[src/include/ssbr_pkg.sv]
package ssbr_pkg;

    localparam int unsigned SSBR_STAGES = 8;
    localparam int unsigned SSBR_FIFO_DEPTH = 32;
    localparam int unsigned SSBR_FIFO_WIDTH = 1;
    localparam logic [SSBR_STAGES-1:0] SSBR_STAGE_RESET = 8'h00;
    localparam logic [SSBR_STAGES-1:0] SSBR_LATCH_RESET = 8'h00;
    localparam logic SSBR_SERIAL_RESET = 1'h0;

    typedef struct packed {
        logic [SSBR_STAGES-1:0] data;
        logic [SSBR_STAGES-1:0] oe;
    } ssbr_bus_s;

endpackage : ssbr_pkg

[src/verilog/ssbr_shift_store.sv]
`timescale 1ns/10ps

module ssbr_fifo #(
    parameter int unsigned WIDTH = 1,
    parameter int unsigned DEPTH = 32
) (
    input wire logic core_clk_i,
    input wire logic reset_n_i,
    input wire logic in_valid_i,
    output logic in_ready_o,
    input wire logic [WIDTH-1:0] in_data_i,
    output logic out_valid_o,
    input wire logic out_ready_i,
    output logic [WIDTH-1:0] out_data_o
);
    localparam int unsigned AW = $clog2(DEPTH);
    localparam int unsigned CW = $clog2(DEPTH + 1);
    localparam logic [CW-1:0] FULL_COUNT = CW'(DEPTH);
    localparam logic [CW-1:0] ONE_COUNT = CW'(1);
    localparam logic [AW-1:0] LAST_PTR = AW'(DEPTH - 1);

    logic [WIDTH-1:0] mem_q [DEPTH];
    logic [AW-1:0] wr_ptr_q;
    logic [AW-1:0] rd_ptr_q;
    logic [CW-1:0] count_q;
    logic [CW-1:0] count_d;
    logic full_q;
    logic empty_q;
    logic push;
    logic pop;

    assign push = in_valid_i & ~full_q;
    assign pop = out_ready_i & ~empty_q;
    assign in_ready_o = ~full_q;
    assign out_valid_o = ~empty_q;
    assign out_data_o = mem_q[rd_ptr_q];

    always_comb begin
        count_d = count_q;
        if (push && !pop) begin
            count_d = count_q + ONE_COUNT;
        end else if (pop && !push) begin
            count_d = count_q - ONE_COUNT;
        end
    end

    always_ff @(posedge core_clk_i) begin
        if (push) begin
            mem_q[wr_ptr_q] <= in_data_i;
        end
    end

    always_ff @(posedge core_clk_i or negedge reset_n_i) begin
        if (!reset_n_i) begin
            wr_ptr_q <= '0;
            rd_ptr_q <= '0;
        end else begin
            if (push) begin
                wr_ptr_q <= (wr_ptr_q == LAST_PTR) ? '0 : wr_ptr_q + AW'(1);
            end
            if (pop) begin
                rd_ptr_q <= (rd_ptr_q == LAST_PTR) ? '0 : rd_ptr_q + AW'(1);
            end
        end
    end

    // flags are registered so full and empty never glitch on the ports
    always_ff @(posedge core_clk_i or negedge reset_n_i) begin
        if (!reset_n_i) begin
            count_q <= '0;
            full_q <= 1'h0;
            empty_q <= 1'h1;
        end else begin
            count_q <= count_d;
            full_q <= (count_d == FULL_COUNT);
            empty_q <= (count_d == '0);
        end
    end

endmodule : ssbr_fifo

// Contract
// [RQ1] The block holds eight shift stages, each with its own storage latch driving tri-state outputs.
// [RQ2] Each rising shift clock edge loads serial data into stage one and moves the rest toward stage eight; the code drops a rise at a full queue.
// [RQ3] Latches follow the stages while strobe is high and hold, with outputs steady, while it is low.
// [RQ4] With output enable high the outputs show the latches, with it low they all float.
// [RQ5] Each rising edge moves stage seven into stage eight and shows that bit on the rising serial output; the code drops a rise at a full queue.
// [RQ6] The same bit appears on a second serial output at the following falling shift clock edge.
// [RQ7] The host chains the rising output for fast edges and the falling output for slow ones.
// [RQ8] Shifting and both serial outputs run whatever the output enable; it gates only the bus.
module ssbr_shift_store
    import ssbr_pkg::*;
(
    input wire logic core_clk_i,
    input wire logic reset_n_i,
    input wire logic shift_clock_i,
    input wire logic serial_data_i,
    input wire logic strobe_i,
    input wire logic output_enable_i,
    input wire logic shift_hold_i,
    output logic serial_ready_o,
    output ssbr_bus_s bus_o,
    output logic serial_out_rising_o,
    output logic serial_out_falling_o
);
    logic shift_clock_q;
    logic clk_rise;
    logic clk_fall;
    logic fifo_in_ready;
    logic fifo_out_valid;
    logic fifo_out_ready;
    logic [SSBR_FIFO_WIDTH-1:0] fifo_out_data;
    logic shift_step;
    logic [SSBR_STAGES-1:0] stage_q;
    logic [SSBR_STAGES-1:0] latch_q;
    logic serial_ready_q;
    logic serial_out_rising_q;
    logic serial_out_falling_q;
    ssbr_bus_s bus_q;

    // shift clock is slow host logic, sampled on the core clock
    always_ff @(posedge core_clk_i or negedge reset_n_i) begin
        if (!reset_n_i) begin
            shift_clock_q <= 1'h0;
        end else begin
            shift_clock_q <= shift_clock_i;
        end
    end

    assign clk_rise = shift_clock_i & ~shift_clock_q;
    assign clk_fall = ~shift_clock_i & shift_clock_q;

    // bits captured at each rising edge queue here; a hold drains nothing so
    // the host sees ready fall and must pause its clock
    ssbr_fifo #(
        .WIDTH(SSBR_FIFO_WIDTH),
        .DEPTH(SSBR_FIFO_DEPTH)
    ) u_fifo (
        .core_clk_i(core_clk_i),
        .reset_n_i(reset_n_i),
        .in_valid_i(clk_rise),
        .in_ready_o(fifo_in_ready),
        .in_data_i(serial_data_i),
        .out_valid_o(fifo_out_valid),
        .out_ready_i(fifo_out_ready),
        .out_data_o(fifo_out_data)
    );

    // a bit refused at a full queue is lost for good; the host must watch ready
    assign fifo_out_ready = ~shift_hold_i;
    assign shift_step = fifo_out_valid & fifo_out_ready;

    always_ff @(posedge core_clk_i or negedge reset_n_i) begin
        if (!reset_n_i) begin
            serial_ready_q <= 1'h0;
        end else begin
            serial_ready_q <= fifo_in_ready;
        end
    end

    // shift chain, one flop per stage
    always_ff @(posedge core_clk_i or negedge reset_n_i) begin
        if (!reset_n_i) begin
            stage_q[0] <= SSBR_STAGE_RESET[0];
        end else if (shift_step) begin
            stage_q[0] <= fifo_out_data[0]; // [RQ2]
        end
    end

    for (genvar i = 1; i < SSBR_STAGES; i++) begin : g_stage
        always_ff @(posedge core_clk_i or negedge reset_n_i) begin
            if (!reset_n_i) begin
                stage_q[i] <= SSBR_STAGE_RESET[i];
            end else if (shift_step) begin
                stage_q[i] <= stage_q[i-1]; // [RQ1] [RQ2] [RQ8]
            end
        end
    end

    // transparent while strobe is high; one core cycle behind the stages
    // strobe is sampled, so a pulse shorter than one core cycle can be missed
    always_ff @(posedge core_clk_i or negedge reset_n_i) begin
        if (!reset_n_i) begin
            latch_q <= SSBR_LATCH_RESET;
        end else if (strobe_i) begin
            latch_q <= stage_q; // [RQ3]
        end
    end

    always_ff @(posedge core_clk_i or negedge reset_n_i) begin
        if (!reset_n_i) begin
            bus_q <= '0;
        end else begin
            // enables kept per pin so each bus line can be resolved on its own
            bus_q.data <= latch_q; // [RQ1]
            bus_q.oe <= {SSBR_STAGES{output_enable_i}}; // [RQ4] [RQ8]
        end
    end

    // rising output takes the bit entering stage eight in the same step
    always_ff @(posedge core_clk_i or negedge reset_n_i) begin
        if (!reset_n_i) begin
            serial_out_rising_q <= SSBR_SERIAL_RESET;
        end else if (shift_step) begin
            serial_out_rising_q <= stage_q[SSBR_STAGES-2]; // [RQ5]
        end
    end

    always_ff @(posedge core_clk_i or negedge reset_n_i) begin
        if (!reset_n_i) begin
            serial_out_falling_q <= SSBR_SERIAL_RESET;
        // a stalled chain makes the falling copy repeat the old bit, never run ahead
        end else if (clk_fall) begin
            serial_out_falling_q <= serial_out_rising_q; // [RQ6]
        end
    end

    assign serial_ready_o = serial_ready_q;
    assign bus_o = bus_q;
    assign serial_out_rising_o = serial_out_rising_q;
    assign serial_out_falling_o = serial_out_falling_q;

endmodule : ssbr_shift_store

[config.mk]
export PLATFORM = sky130hd
export DESIGN_NAME = ssbr_shift_store
export DESIGN_NICKNAME = d
export VERILOG_FILES = /design/src/include/ssbr_pkg.sv /design/src/verilog/ssbr_shift_store.sv
export SDC_FILE = /design/constraint.sdc
export NUM_CORES = 1
export LEC_CHECK = 0
export BUFFER_PORTS_ARGS = -buffer_cell sky130_fd_sc_hd__buf_4
export CORE_ASPECT_RATIO = 0.7
export CORE_MARGIN = 4
export CORE_UTILIZATION = 49
export CTS_BUF_LIST = sky130_fd_sc_hd__clkbuf_4
export DETAILED_ROUTE_END_ITERATION = 12
export PLACE_DENSITY = 0.7
export SLEW_MARGIN = 20
export SYNTH_ARGS = -nofsm -noshare
export SYNTH_HDL_FRONTEND = slang
export SYNTH_SLANG_ARGS = --single-unit
[constraint.sdc]
create_clock -name core_clk_i -period 1.9 [get_ports core_clk_i]
set_input_delay 0.285 -clock core_clk_i [delete_from_list [all_inputs] [get_ports core_clk_i]]
set_output_delay 0.285 -clock core_clk_i [all_outputs]
set_load 0.02 [all_outputs]
==> metrics <==
FF-to-FF setup slack=-0.007 ns; GRT met2 Usage=roughly a quarter; GRT overflow=0; peak supply drop=773 uV; Max Buffers Root-to-Sink=2; RSZ-0062 raised after global routing=true; failing checks=negative setup slack; antenna violations before repair=0; syn_area_per_cell=11.9 um2; final non-filler cell total=around 420; Max Slew Vio Count=0; fmax=0.524 GHz; port bufs=25; ys async rst share=59.0%; placed cells=401; Vias=roughly 2300; Final ANT Viol Nets=0; critical path endpoint category=flop; die area=roughly 0.0085 mm2; prevailing post-synth register cell=dfrtp_1; Crit Path Category=reg -> reg; largest net degree at the start of global routing=between 40 and 50; DR vias/cell=5.35; fin util=58.7%; Power per Cell Area=around 1400 mW/mm2; Layout Skew=approximately 0.016 ns; Clock Latency Late Sink=0.45 ns; Mapped Area=approximately 0.0035 mm2; Seq/Total Area, Yosys=60.9%; H-tree levels=3; status=complete, but fails checks; starting density of the core=50.9%; Yosys reg bits=78; leak pwr=0.00165 uW; num ports=26; max_cap viols=0; # clock sinks=78; total negative slack=-0.00679 ns; first-pass GRT wire length=11400 um; crit-path max FO=6; Worst Tran Pin Value=0.584 ns; initial DRC count=100; Setup Viol. Count Final=1; die height=78.4 um; layout cells sized above 1=27.0%; Final HPWL DP=4310 um; TritonCTS clock tree=yes; Slew headroom=between 60 and 70%; Global Route met3 Usage=5.92%; Core ar.=0.00682 mm2; Final Cell Area=0.00400 mm2; synth warn=0; syn nets=about 300; post-DR wirelength/cell=between 15 and 20 um; Die W=109 um; Placed Area=0.00374 mm2; crit path DAT=2.26 ns; FP Rows=25; routability cong.=0.814; met1 Use GR=approximately a quarter; busiest grt layer=met1; worst path required time=2.25 ns; WL final=6540 um; # diodes=0; post-layout min period=1.91 ns; Yosys cell types=44; Syn Inst Count=292; PnR worst setup slack=-0.00679 ns; crit path launch type=flop; fin nets=341; fin crit share=100%; total CTS buffers=9; Post-synth EDFFs=32; Reg clk slew, reported paths=0.14 ns; Layout area overhead=15.3%; Root Driver=clkbuf_4; Tot GR Track Use=17.4%; TritonRoute pass-1 iters=4; final hold violation count=0; Min-Delay Path Class=in -> reg; number of global-route vias before repair=2259; residual DRC count=0
-- stage by stage --
stage	hold slack [ns]	worst slack, ns	power (uW)
after floorplan	-0.0106	0.0171	3690
after global placement	0.324	-0.0644	4190
after detailed placement	0.334	-0.0912	4240
after CTS	0.138	-0.00924	5450
after global routing	0.145	-0.109	5840
final	0.164	-0.00679	5450
-- repair_timing --
item / CTS / global route
resized for setup: 3 / 9
pin swaps: 0 / 1
hold buffers: 3 / 0
setup endpoints to repair: 1 / 6
hold endpoints to repair: 47 / 0
setup buffers: 0 / 4
-- sequential cells by signal (all words and copies together) (netlist names), 5 cells and up --
| register | cells |
|---|---|
| bus_o | 9 |
| u_fifo.wr_ptr_q | 5 |
| u_fifo.rd_ptr_q | 5 |
| latch_q | 8 |
| stage_q | 8 |
| u_fifo.count_q | 6 |
| u_fifo.mem_q | 32 |
-- synthesized netlist by cell type, types with 3 or more instances --
| cell | count | area share, % |
|---|---|---|
| xnor2_1 | 3 | 0.76 |
| a21oi_1 | 5 | 0.72 |
| buf_4 | 7 | 1.5 |
| nand3b_1 | 3 | 0.65 |
| nor3_1 | 12 | 1.7 |
| or3b_2 | 3 | 0.76 |
| edfxtp_1 | 32 | 28 |
| ha_1 | 9 | 3.2 |
| and3_1 | 3 | 0.54 |
| nor3b_1 | 4 | 0.87 |
| clkbuf_1 | 10 | 1.1 |
| or3_1 | 4 | 0.72 |
| nand3_1 | 9 | 1.3 |
| inv_1 | 5 | 0.54 |
| dfrtp_1 | 45 | 32 |
| mux2_2 | 11 | 3.6 |
| mux2i_1 | 4 | 1.2 |
| nand2_1 | 45 | 4.9 |
| o21ai_0 | 8 | 1.2 |
| nor2_1 | 36 | 3.9 |
| mux4_2 | 5 | 3.2 |
-- cell type report --
class,instances,area [um2]
flip-flops and latches,78,2120
repair buffers,43,330
multi-input cells,188,1250
clock buffers,9,67.6
well taps,94,118
clock inverters,7,104
inverters,5,18.8
fillers,577,2820
-- cell families after synthesis --
| group | share of synthesized area [%] |
|---|---|
| buffers and inverters | 3.86 |
| XOR/XNOR | 1.01 |
| adder cells (fa/ha/maj) | 3.25 |
| multiplexers | 9.48 |
| AO/OA/AOI/OAI | 3.93 |
| AND/OR/NAND/NOR | 17.6 |
| flip-flops | 60.9 |
-- path summary, 6_finish.rpt --
path	start	to	depth (start not counted)
worst max-delay path	u_fifo.rd_ptr_q[0]	stage_q[0]	5
worst min-delay path	strobe_i	latch_q[4]	2
worst max register to register	u_fifo.rd_ptr_q[0]	stage_q[0]	5
worst min register to register	latch_q[2]	bus_o[10]	0
max in group asynchronous	reset_n_i	u_fifo.count_q[1]	2
min in group asynchronous	reset_n_i	u_fifo.rd_ptr_q[3]	2
-- power by group --
part / internal (uW) / leakage, uW / switching (uW)
sequential: 2180 / 0.000855 / 420
clock: 554 / 0.0000934 / 627
combinational: 836 / 0.000706 / 833
total: 3570 / 0.00165 / 1880
-- metal layers --
metal | vias to the layer above | part of all wire [%]
met3 | 10 | 6.1
li1 | 1088 | -
met4 | 0 | 1.4
met1 | 1117 | 47
met5 | - | 0
met2 | 53 | 45
-- cells in the final DEF (no fill, tap or decap), drive strengths merged, types with 2 or more instances in the layout --
cell type,synthesis,routed
bufinv,0,2
nand3,9,9
nor4,2,2
nand2b,2,2
a31oi,2,2
nand2,45,45
and3,3,3
o21ai,9,9
mux2i,4,4
buf,11,40
ha,9,9
dlygate4sd3,0,3
xnor2,3,3
nor3b,4,4
or3b,4,4
nor3,13,13
or2,2,2
mux4,7,7
mux2,11,11
or3,4,4
nand3b,3,3
inv,5,9
clkbuf,10,9
edfxtp,32,32
dfrtp,45,45
a21oi,5,5
nor2,36,36
-- worst max-delay path, cell delays in order (launching register included) --
cell and delay [ns]:
dfrtp_2 0.48, mux4_2 0.53, mux4_2 0.46, nor2b_1 0.14, a31oi_1 0.14, o21ai_1 0.07
Power figures use the tool's default switching activity.
